`src/shared/fwrp_pkg.sv`:
```
/*
  constants, state types and the register class decode for the four-wire register port.
  assumes one core clock domain; the link pins arrive unsynchronised.
*/
package fwrp_pkg;

  // ----------------------------------------------------------------
  // widths and depths
  // ----------------------------------------------------------------
  localparam int unsigned BYTE_W    = 8;
  localparam int unsigned ADDR_W    = 8;
  localparam int unsigned REG_DEPTH = 256;
  localparam int unsigned BITCNT_W  = 3;

  // ----------------------------------------------------------------
  // codes and values
  // ----------------------------------------------------------------
  localparam logic [BITCNT_W-1:0] BITCNT_ZERO = 3'h0;
  localparam logic [BITCNT_W-1:0] BITCNT_ONE  = 3'h1;
  localparam logic [BITCNT_W-1:0] BITCNT_LAST = 3'h7;
  localparam logic [BYTE_W-1:0]   BYTE_ZERO   = 8'h00;
  localparam logic [BYTE_W-1:0]   READ_FLAG   = 8'h80;
  localparam logic [BYTE_W-1:0]   CODE_MIN    = 8'h02;
  localparam logic [BYTE_W-1:0]   CODE_MAX    = 8'h12;
  localparam logic [ADDR_W-1:0]   ADDR_ZERO   = 8'h00;
  localparam logic [ADDR_W-1:0]   ADDR_ONE    = 8'h01;
  localparam logic [ADDR_W-1:0]   ADDR_LAST   = 8'hFF;
  localparam logic [ADDR_W-1:0]   FRAME_BASE  = 8'h80;
  localparam logic [1:0]          LOAD_ZERO   = 2'h0;

  // ----------------------------------------------------------------
  // state machines
  // ----------------------------------------------------------------
  typedef enum logic [3:0] {
    FS_CODE   = 4'h1,
    FS_ADDR   = 4'h2,
    FS_DATA   = 4'h4,
    FS_IGNORE = 4'h8
  } fwrp_frame_e;

  typedef enum logic [3:0] {
    ES_CLEAR = 4'h1,
    ES_IDLE  = 4'h2,
    ES_READ  = 4'h4,
    ES_WRITE = 4'h8
  } fwrp_eng_e;

  // ----------------------------------------------------------------
  // register class decode
  // ----------------------------------------------------------------
  function automatic logic fwrp_is_frame_class(input logic [ADDR_W-1:0] addr);
    return addr >= FRAME_BASE;
  endfunction

endpackage
```
`src/hdl/fwrp_mem.sv`:
```
/*
  byte-wide register memory: one write port, one or two registered read ports.
  assumes write and read addresses come from logic on the same clock.
*/
`timescale 1ns/1ns
module fwrp_mem #(
  parameter bit TWO_READS = 1'b1
) (
  input  wire logic                      core_clk,
  input  wire logic                      we,
  input  wire logic [fwrp_pkg::ADDR_W-1:0] wr_addr,
  input  wire logic [fwrp_pkg::BYTE_W-1:0] wr_data,
  input  wire logic [fwrp_pkg::ADDR_W-1:0] rd_a_addr,
  output logic      [fwrp_pkg::BYTE_W-1:0] rd_a_data,
  input  wire logic [fwrp_pkg::ADDR_W-1:0] rd_b_addr,
  output logic      [fwrp_pkg::BYTE_W-1:0] rd_b_data
);

  logic [fwrp_pkg::BYTE_W-1:0] mem [fwrp_pkg::REG_DEPTH];

  // ----------------------------------------------------------------
  // write and read ports
  // ----------------------------------------------------------------
  always_ff @(posedge core_clk) begin
    if (we) begin
      mem[wr_addr] <= wr_data;
    end
  end

  always_ff @(posedge core_clk) begin
    rd_a_data <= mem[rd_a_addr];
  end

  generate
    if (TWO_READS) begin : g_rd_b
      always_ff @(posedge core_clk) begin
        rd_b_data <= mem[rd_b_addr];
      end
    end else begin : g_no_rd_b
      assign rd_b_data = fwrp_pkg::BYTE_ZERO;
    end
  endgenerate

endmodule // fwrp_mem

```
`src/hdl/fwrp_port.sv`:
```
/*
  four-wire serial register port, device side, with staged and active register copies.
  assumes sck, serial_select_n and serial_in are asynchronous pins; frame_reflect,
  target_select_code and cfg_addr come from logic on core_clk, the code held static.
*/
`timescale 1ns/1ns
// Summary of operation
// - bytes travel lsb first, eight bits each
// - transfer active only while select is low
// - serial_in sampled on sck rising edge
// - write code is configured code 02h..12h
// - read code is write code plus 80h
// - wrong code ignores bytes until select rises
// - second byte is start address, auto-increments
// - write stores bytes at incrementing addresses
// - registers updated only on whole bytes
// - write returns previous contents on serial_out
// - read dummy bytes are never stored
// - read returns current contents, incrementing address
// - frame-class writes apply at frame reflection
// - immediate-class writes apply at once
module fwrp_port (
  input  wire logic                        core_clk,
  input  wire logic                        rst,
  input  wire logic                        sck,
  input  wire logic                        serial_select_n,
  input  wire logic                        serial_in,
  output logic                             serial_out,
  input  wire logic [fwrp_pkg::BYTE_W-1:0] target_select_code,
  input  wire logic                        frame_reflect,
  output logic                             reflect_busy,
  input  wire logic [fwrp_pkg::ADDR_W-1:0] cfg_addr,
  output logic      [fwrp_pkg::BYTE_W-1:0] cfg_data
);

  // ----------------------------------------------------------------
  // declarations
  // ----------------------------------------------------------------
  logic                        sck_s1;
  logic                        sck_s2;
  logic                        sck_s3;
  logic                        sel_n_s1;
  logic                        sel_n_s2;
  logic                        sdi_s1;
  logic                        sdi_s2;
  logic                        sck_rise;
  logic                        sck_fall;
  logic                        byte_done;
  logic [fwrp_pkg::BYTE_W-1:0] next_rx_byte;
  logic [fwrp_pkg::BYTE_W-1:0] rx_shift;
  logic [fwrp_pkg::BITCNT_W-1:0] bit_cnt;
  fwrp_pkg::fwrp_frame_e       frame_state;
  logic                        is_read;
  logic [fwrp_pkg::ADDR_W-1:0] reg_addr;
  logic [1:0]                  load_pipe;
  logic [fwrp_pkg::BYTE_W-1:0] tx_shift;
  logic                        spi_we;
  logic                        spi_act_we;
  logic                        clearing;
  fwrp_pkg::fwrp_eng_e         eng_state;
  logic [fwrp_pkg::ADDR_W-1:0] eng_addr;
  logic                        eng_act_we;
  logic                        stg_we;
  logic [fwrp_pkg::ADDR_W-1:0] stg_wr_addr;
  logic [fwrp_pkg::BYTE_W-1:0] stg_wr_data;
  logic                        act_we;
  logic [fwrp_pkg::ADDR_W-1:0] act_wr_addr;
  logic [fwrp_pkg::BYTE_W-1:0] act_wr_data;
  logic [fwrp_pkg::BYTE_W-1:0] stg_rd_spi;
  logic [fwrp_pkg::BYTE_W-1:0] stg_rd_eng;
  logic                        code_ok;

  // ----------------------------------------------------------------
  // pin synchronisers and edge detect
  // ----------------------------------------------------------------
  always_ff @(posedge core_clk) begin
    if (rst) begin
      sck_s1   <= 1'b0;
      sck_s2   <= 1'b0;
      sck_s3   <= 1'b0;
      sel_n_s1 <= 1'b1;
      sel_n_s2 <= 1'b1;
      sdi_s1   <= 1'b0;
      sdi_s2   <= 1'b0;
    end else begin
      sck_s1   <= sck;
      sck_s2   <= sck_s1;
      sck_s3   <= sck_s2;
      sel_n_s1 <= serial_select_n;
      sel_n_s2 <= sel_n_s1;
      sdi_s1   <= serial_in;
      sdi_s2   <= sdi_s1;
    end
  end

  assign sck_rise     = sck_s2 && !sck_s3 && !sel_n_s2 && !clearing;
  assign sck_fall     = !sck_s2 && sck_s3 && !sel_n_s2;
  assign byte_done    = sck_rise && (bit_cnt == fwrp_pkg::BITCNT_LAST);
  assign next_rx_byte = {sdi_s2, rx_shift[fwrp_pkg::BYTE_W-1:1]};
  assign code_ok      = (target_select_code >= fwrp_pkg::CODE_MIN) &&
                        (target_select_code <= fwrp_pkg::CODE_MAX);

  // ----------------------------------------------------------------
  // bit receive
  // ----------------------------------------------------------------
  always_ff @(posedge core_clk) begin
    if (rst || sel_n_s2) begin
      bit_cnt  <= fwrp_pkg::BITCNT_ZERO;
      rx_shift <= fwrp_pkg::BYTE_ZERO;
    end else if (sck_rise) begin
      bit_cnt  <= bit_cnt + fwrp_pkg::BITCNT_ONE;
      rx_shift <= next_rx_byte;
    end
  end

  // ----------------------------------------------------------------
  // frame sequence
  // ----------------------------------------------------------------
  always_ff @(posedge core_clk) begin
    if (rst || sel_n_s2) begin
      frame_state <= fwrp_pkg::FS_CODE;
      is_read     <= 1'b0;
      reg_addr    <= fwrp_pkg::ADDR_ZERO;
    end else if (byte_done) begin
      unique case (frame_state)
        fwrp_pkg::FS_CODE: begin
          if (code_ok && next_rx_byte == target_select_code) begin
            frame_state <= fwrp_pkg::FS_ADDR;
            is_read     <= 1'b0;
          end else if (code_ok && next_rx_byte == (target_select_code | fwrp_pkg::READ_FLAG)) begin
            frame_state <= fwrp_pkg::FS_ADDR;
            is_read     <= 1'b1;
          end else begin
            frame_state <= fwrp_pkg::FS_IGNORE;
          end
        end
        fwrp_pkg::FS_ADDR: begin
          frame_state <= fwrp_pkg::FS_DATA;
          reg_addr    <= next_rx_byte;
        end
        fwrp_pkg::FS_DATA: begin
          reg_addr <= reg_addr + fwrp_pkg::ADDR_ONE;
        end
        fwrp_pkg::FS_IGNORE: begin
          frame_state <= fwrp_pkg::FS_IGNORE;
        end
      endcase
    end
  end

  // whole-byte writes; read dummies never reach the memories
  assign spi_we     = byte_done && frame_state == fwrp_pkg::FS_DATA && !is_read;
  assign spi_act_we = spi_we && !fwrp_pkg::fwrp_is_frame_class(reg_addr);

  // ----------------------------------------------------------------
  // serial output
  // ----------------------------------------------------------------
  always_ff @(posedge core_clk) begin
    if (rst || sel_n_s2) begin
      load_pipe <= fwrp_pkg::LOAD_ZERO;
    end else begin
      load_pipe <= {load_pipe[0], byte_done && (frame_state == fwrp_pkg::FS_ADDR ||
                                                frame_state == fwrp_pkg::FS_DATA)};
    end
  end

  always_ff @(posedge core_clk) begin
    if (rst || sel_n_s2) begin
      tx_shift   <= fwrp_pkg::BYTE_ZERO;
      serial_out <= 1'b0;
    end else if (load_pipe[1]) begin
      tx_shift <= stg_rd_spi;
    end else if (sck_fall) begin
      serial_out <= tx_shift[0];
      tx_shift   <= {1'b0, tx_shift[fwrp_pkg::BYTE_W-1:1]};
    end
  end

  // ----------------------------------------------------------------
  // clear and frame reflection engine
  // ----------------------------------------------------------------
  assign clearing   = eng_state == fwrp_pkg::ES_CLEAR;
  assign eng_act_we = (eng_state == fwrp_pkg::ES_WRITE && !spi_act_we) || clearing;

  always_ff @(posedge core_clk) begin
    if (rst) begin
      eng_state <= fwrp_pkg::ES_CLEAR;
      eng_addr  <= fwrp_pkg::ADDR_ZERO;
    end else begin
      unique case (eng_state)
        fwrp_pkg::ES_CLEAR: begin
          eng_addr <= eng_addr + fwrp_pkg::ADDR_ONE;
          if (eng_addr == fwrp_pkg::ADDR_LAST) begin
            eng_state <= fwrp_pkg::ES_IDLE;
          end
        end
        fwrp_pkg::ES_IDLE: begin
          if (frame_reflect) begin
            eng_state <= fwrp_pkg::ES_READ;
            eng_addr  <= fwrp_pkg::FRAME_BASE;
          end
        end
        fwrp_pkg::ES_READ: begin
          eng_state <= fwrp_pkg::ES_WRITE;
        end
        fwrp_pkg::ES_WRITE: begin
          if (eng_act_we) begin
            eng_addr  <= eng_addr + fwrp_pkg::ADDR_ONE;
            eng_state <= (eng_addr == fwrp_pkg::ADDR_LAST) ? fwrp_pkg::ES_IDLE :
                                                             fwrp_pkg::ES_READ;
          end
        end
      endcase
    end
  end

  always_ff @(posedge core_clk) begin
    if (rst) begin
      reflect_busy <= 1'b1;
    end else begin
      reflect_busy <= !(eng_state == fwrp_pkg::ES_IDLE && !frame_reflect);
    end
  end

  // ----------------------------------------------------------------
  // memory port muxing
  // ----------------------------------------------------------------
  assign stg_we      = clearing || spi_we;
  assign stg_wr_addr = clearing ? eng_addr : reg_addr;
  assign stg_wr_data = clearing ? fwrp_pkg::BYTE_ZERO : next_rx_byte;
  assign act_we      = spi_act_we || eng_act_we;
  assign act_wr_addr = spi_act_we ? reg_addr : eng_addr;
  assign act_wr_data = spi_act_we ? next_rx_byte :
                       clearing   ? fwrp_pkg::BYTE_ZERO : stg_rd_eng;

  fwrp_mem #(
    .TWO_READS (1'b1)
  ) u_staged (
    .core_clk  (core_clk),
    .we        (stg_we),
    .wr_addr   (stg_wr_addr),
    .wr_data   (stg_wr_data),
    .rd_a_addr (reg_addr),
    .rd_a_data (stg_rd_spi),
    .rd_b_addr (eng_addr),
    .rd_b_data (stg_rd_eng)
  );

  fwrp_mem #(
    .TWO_READS (1'b0)
  ) u_active (
    .core_clk  (core_clk),
    .we        (act_we),
    .wr_addr   (act_wr_addr),
    .wr_data   (act_wr_data),
    .rd_a_addr (cfg_addr),
    .rd_a_data (cfg_data),
    .rd_b_addr (fwrp_pkg::ADDR_ZERO),
    .rd_b_data ()
  );

endmodule // fwrp_port

```
`config.mk`:
```
export PLATFORM = sky130hd
export DESIGN_NAME = fwrp_port
export DESIGN_NICKNAME = d
export VERILOG_FILES = /design/src/shared/fwrp_pkg.sv /design/src/hdl/fwrp_mem.sv /design/src/hdl/fwrp_port.sv
export SDC_FILE = /design/constraint.sdc
export NUM_CORES = 2
export LEC_CHECK = 0
export BUFFER_PORTS_ARGS = -buffer_cell sky130_fd_sc_hd__clkbuf_2
export CAP_MARGIN = 20
export CORE_MARGIN = 4
export CORE_UTILIZATION = 59
export CTS_CLUSTER_SIZE = 16
export DETAILED_ROUTE_END_ITERATION = 10
export HOLD_SLACK_MARGIN = 0.15
export PLACE_DENSITY_LB_ADDON = 0.15
export SLEW_MARGIN = 20
export SYNTH_ARGS = -nofsm -noshare
export SYNTH_HDL_FRONTEND = slang
export SYNTH_SLANG_ARGS = --single-unit
```
`constraint.sdc`:
```
create_clock -name core_clk -period 38.2 [get_ports core_clk]
set_input_delay 1.91 -clock core_clk [delete_from_list [all_inputs] [get_ports core_clk]]
set_output_delay 1.91 -clock core_clk [all_outputs]
set_load 0.1 [all_outputs]
```
## Word-level counts from Yosys, hierarchy flattened

Memory sizes are Yosys's and may differ from the RTL's. A register that Yosys moved wholly into a read port is not among the register bits.
Cells that the tools add are included.

| storage, ports and cells | value |
|---|---|
| input port bits | 22 |
| ROM bits | 0 |
| word-level logic and storage cells | 107 |
| register bits | 55 |
| output and inout port bits | 10 |
| memory bits (writable) | 4096 |
| bits in latches | 0 |
| memories kept | 2 |

Memory list:

| memory | words | width | read ports | clocked after Yosys merged registers in | write ports | line | source |
|---|---|---|---|---|---|---|---|
| u_active.mem | 256 | 8 | 1 | 1 | 1 | fwrp_mem.sv:19 | `logic [fwrp_pkg::BYTE_W-1:0] mem [fwrp_pkg::REG_DEPTH];` |
| u_staged.mem | 256 | 8 | 2 | 2 | 1 | fwrp_mem.sv:19 |  |

| cells by class | value |
|---|---|
| divide/modulo/power cells | 0 |
| add/sub/neg operators | 3 |
| $lt $le $gt $ge | 3 |
| bitwise gates (word level) | 1 |
| $mul | 0 |
| eq/ne operators | 15 |
| reductions and logical operators | 40 |
| mux-type cells | 25 |
| shifts and indexed selects | 0 |

Operators with widths:

| cell | count |
|---|---|
| 8-bit two-way mux | 9 |
| 8-bit case mux with 3 select lines | 1 |
| 4-bit two-way mux | 5 |
| 8-bit by 1-bit adder with 8-bit output, second input constant | 2 |
| 8-bit == test | 2 |
| 4-bit case mux with 4 select lines | 1 |
| 8-bit case mux with 2 select lines | 1 |
| 1-bit logical AND | 15 |
| 4-bit case mux with 3 select lines | 1 |
| 1-bit logical NOT | 9 |
| 3-bit AND reduction | 3 |
| 4-bit by 1-bit == test with 1-bit output, second input constant | 2 |
| 4-bit by 2-bit == test with 1-bit output, second input constant | 2 |
| 4-bit by 3-bit == test with 1-bit output, second input constant | 2 |
| 4-bit == test, second input constant | 2 |
| 8-bit == test, second input constant | 1 |
| 8-bit by 2-bit greater-or-equal comparator with 1-bit output, second input constant | 1 |
| 8-bit greater-or-equal comparator, second input constant | 1 |
| 8-bit by 5-bit less-or-equal comparator with 1-bit output, second input constant | 1 |
| 1-bit two-way mux | 6 |
| 2-bit AND reduction | 3 |
| 2-bit nonzero test | 3 |
| 3-bit nonzero test | 2 |
| 1-bit logical OR | 5 |
| other kinds (6) | 7 |

## Logic depth before layout (Yosys ltp)

| logic depth | value |
|---|---|
| depth after elaboration | 14 |
| depth in mapped cells | 13 |
| mapped depth without buffers | 7 |

## Modules after synthesis

From an unflattened synthesis, not the netlist that was laid out.

| unflattened totals | value |
|---|---|
| cells, all modules | 8987 |
| area, all modules | 179676.1 um2 |

By module, submodules not included:

| module | times used | cells an instance | sequential area each (um2) | area each (um2) |
|---|---|---|---|---|
| fwrp_mem (u_staged) | 1 | 4847 | 61819.3 | 96973.0 |
| fwrp_mem (u_active) | 1 | 3742 | 61659.1 | 79620.1 |
| fwrp_port | 1 | 398 | 1081.0 | 3083.0 |

## Worst setup path before layout

OpenSTA, ideal clock, no wires.

| timing path | value |
|---|---|
| path kind | register -> register |
| start | reg eng_state[2] |
| end | mem u_active.mem[0][3] in the netlist's numbering (data pin) |
| cell stages (with the launch flop) | 10 |
| data required time | 36.013 ns |
| arrival time | 11.505 ns |
| library setup time | 2.187 ns |
| path slack | 24.508 ns |
| buffers on the path | 5 |
| clock period less this slack | 13.692 ns |
| path through | dfxtp_1 > buf_2 > or4b_1 > buf_2 > nand4_1 > or2_1 > buf_2 > buf_2 > buf_2 > o21ai_0 |

| on the way | value |
|---|---|
| word-level cells in the longest chain between the ends | 8 |
| elaborated cells on any way between the ends | 9 |
| classes of those cells | eq/ne (1); mux (2); reduce/logical (6) |

Ends and longest elaborated chain:

| element | line | source |
|---|---|---|
| start: declaration | fwrp_port.sv:60 | `fwrp_pkg::fwrp_eng_e eng_state;` |
| start signal: assignment | fwrp_port.sv:187 | `eng_state <= fwrp_pkg::ES_CLEAR;` |
| start signal: assignment | fwrp_port.sv:194 | `eng_state <= fwrp_pkg::ES_IDLE;` |
| start signal: assignment | fwrp_port.sv:199 | `eng_state <= fwrp_pkg::ES_READ;` |
| 4-bit by 1-bit == test with 1-bit output (*) | fwrp_port.sv:182 | `assign clearing = eng_state == fwrp_pkg::ES_CLEAR;` |
| 1-bit logical NOT | fwrp_port.sv:96 | `assign sck_rise = sck_s2 && !sck_s3 && !sel_n_s2 && !clearing;` |
| 1-bit logical AND | fwrp_port.sv:96 |  |
| 1-bit logical AND | fwrp_port.sv:98 | `assign byte_done = sck_rise && (bit_cnt == fwrp_pkg::BITCNT_LAST);` |
| 1-bit logical AND (2 in series) | fwrp_port.sv:152 | `assign spi_we = byte_done && frame_state == fwrp_pkg::FS_DATA && !is_read;` |
| 1-bit logical AND | fwrp_port.sv:153 | `assign spi_act_we = spi_we && !fwrp_pkg::fwrp_is_frame_class(reg_addr);` |
| 8-bit two-way mux (*) | fwrp_port.sv:233 | `assign act_wr_data = spi_act_we ? next_rx_byte :` |
| via act_wr_data, one bit | fwrp_port.sv:68 | `logic [fwrp_pkg::BYTE_W-1:0] act_wr_data;` |
| end: declaration | fwrp_mem.sv:19 |  |

Mark *: on every way through the listed nets, which the timed path passes. The rest lies on a longest branch.

==> flow_summary_export.csv <==
group,metric,value,unit
logic_synthesis,synth_compound_area_share,2.62,%
setup_path,cp.arrival,7.77,ns
grt,antenna_found_initial,35,
timing,finClkSkew,0.0512,ns
logic_synthesis,ys_ff_latch,4174,
pwr,p_switching,0.00237,W
clock_network,clk_pin_slew,0.06,ns
logic_synthesis,synth_edf_count,4096,
floorplanning,die_h,559,µm
logic_synthesis,synth-xor-area-share,0.0343,%
setup_path,endpoint_kind,"flop",
clock_network,cts_tree,"done",
setup_path,crit_chain,"buf_4, buf_12, buf_4, buf_4, buf_4, mux4_2, mux4_2, nand2_1, o21ai_0, a221oi_1, o32ai_1",
route,drc,0,
finish,nets,8763,
logic_synthesis,yosysUniqueCellTypes,88,
timing,finalHoldViolations,0,
clock_network,cts_made_buffers,419,
setup_path,cp_common_cell,"buf_4",
clock_network,clkLatencyLatePin,0.98,ns
logic_synthesis,syn_area,179000,µm²
route,drtIter0Drc,15800,
timing,finalSetupViolations,0,
hold_path,hold_path_class,"reg2reg",
floorplanning,coreArea,301000,µm²
timing,tightest_slew,1.38,ns
logic_synthesis,yosysTopAreaCellShare,68.7,%
pwr,seqPwrFrac,50.3,%
logic_synthesis,synth_top_cell_by_area,"edfxtp_1",
setup_path,max_stage_delay,0.86,ns
pwr,internal_power,0.00783,W
logic_synthesis,synthesis.nets,8698,
timing,hold_ws,0.455,ns
grt,grt_pass1_vias,95500,
timing,slew_headroom,7.85,%
floorplanning,num_rows,201,
finish,final_cell_mix,"4096 x edfxtp_1, 1651 x mux4_2, 565 x nor2_1",
logic_synthesis,syn_inst,8671,
timing,fmax,0.144,GHz
logic_synthesis,synth_simple_gate_area_share,2.69,%
route,wl,523000,µm
grt,grt-ovfl-total,0,
floorplanning,fp.dieW,559,µm
timing,fin_setup_tns,0,ns
pwr,powerDensity,51.7,nW/µm²
route,routed-via-count,96600,
timing,fin_crit_sh,18.2,%
logic_synthesis,synth_top_family_by_area,"multiplexers",
pwr,p_leak,60.6,nW
pwr,p_comb_share,9.0,%
grt,grt_start_max_net_pins,257,
clock_network,cts.htree.levels,5,
clock_network,cts_setup_buffers,0,
finish,final_common_cell,"edfxtp_1",
grt,grt_use_total,33.7,%
floorplanning,die_area,312000,µm²
logic_synthesis,seq_area_frac_synth,69.6,%
finish,syn2layout_area_growth,10.3,%
setup_path,crit_path_top_delay_cell,"buf_4",
clock_network,root_buffer,"clkbuf_16",
setup_path,crit_type,"reg2reg",
clock_network,cts_resized,0,
floorplanning,io_pins,32,
logic_synthesis,ys_top_cells_by_area,"edfxtp_1 69%, mux4_2 21%, mux2i_1 2.1%, nor2_1 1.2%, dfxtp_1 0.87%",
route,first_pass_iters,6,
logic_synthesis,synth-adder-area-share,0.0350,%
logic_synthesis,muxShareOfSynthArea,23.1,%
finish,layout-drive-gt1-share,29.6,%
route,viasPerCell,7.39,
logic_synthesis,synth_ff_type,"edfxtp_1",
clock_network,cts_sinks,4174,
clock_network,ctsHoldBuffers,0,
pwr,ir_worst_vdd,0.0496,mV
placement,gp_congestion,0.989,
run,cap_violations,0,
setup_path,crit_fanout,97,
route,routedWlPerCell,40.0,µm
route,antenna_left,0,
timing,rsz0062_at_grt,"false",
placement,io_buffers,31,
logic_synthesis,synth_warnings,0,
logic_synthesis,syn_avg_cell_area,20.6,µm²
timing,slew_violations,0,
pwr,pwr-share-clk,40.7,%
setup_path,start_kind,"flop",
setup_path,required,39.01,ns
logic_synthesis,async_flop_share,0,%
grt,grt_pass1_wl,736000,µm
pwr,swShare,23.2,%
clock_network,clock_path_buffers,4,
placement,hpwl,319000,µm
run_status,status,"completed",
floorplanning,initial_core_util,59.5,%
timing,min_period,6.96,ns
[final cells by class]
class                   count  area (µm²)
flip-flops and latches   4174      125000
well taps                3958        4950
inverters                  21        88.8
clock buffers             517       11000
diodes                     30        75.1
clock inverters           258        2750
fillers                 19400      103000
multi-input cells        3847       51400
repair buffers            273        2420
[cells in the mapped netlist, types with 68 or more instances]
library cell / instances
edfxtp_1: 4096
mux4_2: 1651
nor2_1: 594
mux2i_1: 383
clkbuf_1: 237
nand2_1: 236
buf_2: 215
a21oi_1: 125
dfxtp_1: 78
a221oi_1: 75
o21ai_0: 68
[path summary, 6_finish.rpt]
kind / cells after the start / startpoint / slack (ns) / to
hold / removal: 1 / load_pipe[0] / 0.46 / load_pipe[1]
setup / recovery: 11 / reg_addr[0] / 31.24 / u_staged.rd_a_data[0]
hold reg to reg: 1 / load_pipe[0] / 0.46 / load_pipe[1]
setup reg to reg: 11 / reg_addr[0] / 31.24 / u_staged.rd_a_data[0]
[per-stage QoR]
step	cell area, µm²	power [W]	worst slack [ns]	cells	utilization (%)
after CTS	197000	0.0102	31.03	13000	65.5
final	197000	0.0102	31.24	13100	65.6
after global routing	197000	0.0105	30.73	13100	65.6
after detailed placement	183000	0.00612	30.09	12300	60.9
after floorplan	179000	0.00584	24.51	8671	-
after global placement	183000	0.00610	30.16	12300	60.8
[state kept, by name (all words and copies together) (netlist names), 4 cells and up]
| register | flops |
|---|---|
| reg_addr | 8 |
| u_staged.rd_a_data | 8 |
| rx_shift | 7 |
| u_active.mem | 2048 |
| u_staged.rd_b_data | 8 |
| eng_state | 4 |
| tx_shift | 8 |
| eng_addr | 8 |
| frame_state | 4 |
| u_staged.mem | 2048 |
| u_active.rd_a_data | 8 |
[logic make-up after synthesis]
kind of cell	after synthesis
fa+ha+maj	5
buf+inv	650
mux	2060
compound gates	671
simple gates	1104
xor+xnor	7
flops	4174
[power by group through the flow]
| stage | Clock (W) | Combinational (W) | Sequential (W) |
|---|---|---|---|
| final | 0.00415 | 0.000919 | 0.00513 |
| after detailed placement | 0 | 0.000899 | 0.00522 |
| after global routing | 0.00438 | 0.000948 | 0.00512 |
| after global placement | 0 | 0.000885 | 0.00522 |
| after floorplan | 0 | 0.000581 | 0.00526 |
| after CTS | 0.00418 | 0.000901 | 0.00512 |
[per-layer routing]
metal | wire [µm] | up-vias | track usage [%]
met5 | 257 | - | 0.355
met4 | 37200 | 24 | 20.0
met3 | 61500 | 1620 | 9.36
met2 | 242000 | 6936 | 50.6
met1 | 182000 | 50800 | 44.8
li1 | - | 37200 | -
[worst max-delay path: cells and delay by family (launching register included)]
kind | cells | cell delay (ns)
multiplexers | 2 | 1.08
AND/OR/NAND/NOR | 1 | 0.08
flip-flops | 1 | 0.76
AO/OA/AOI/OAI | 3 | 1.02
buffers and inverters | 5 | 3.74
Power figures use the tool's default switching activity.
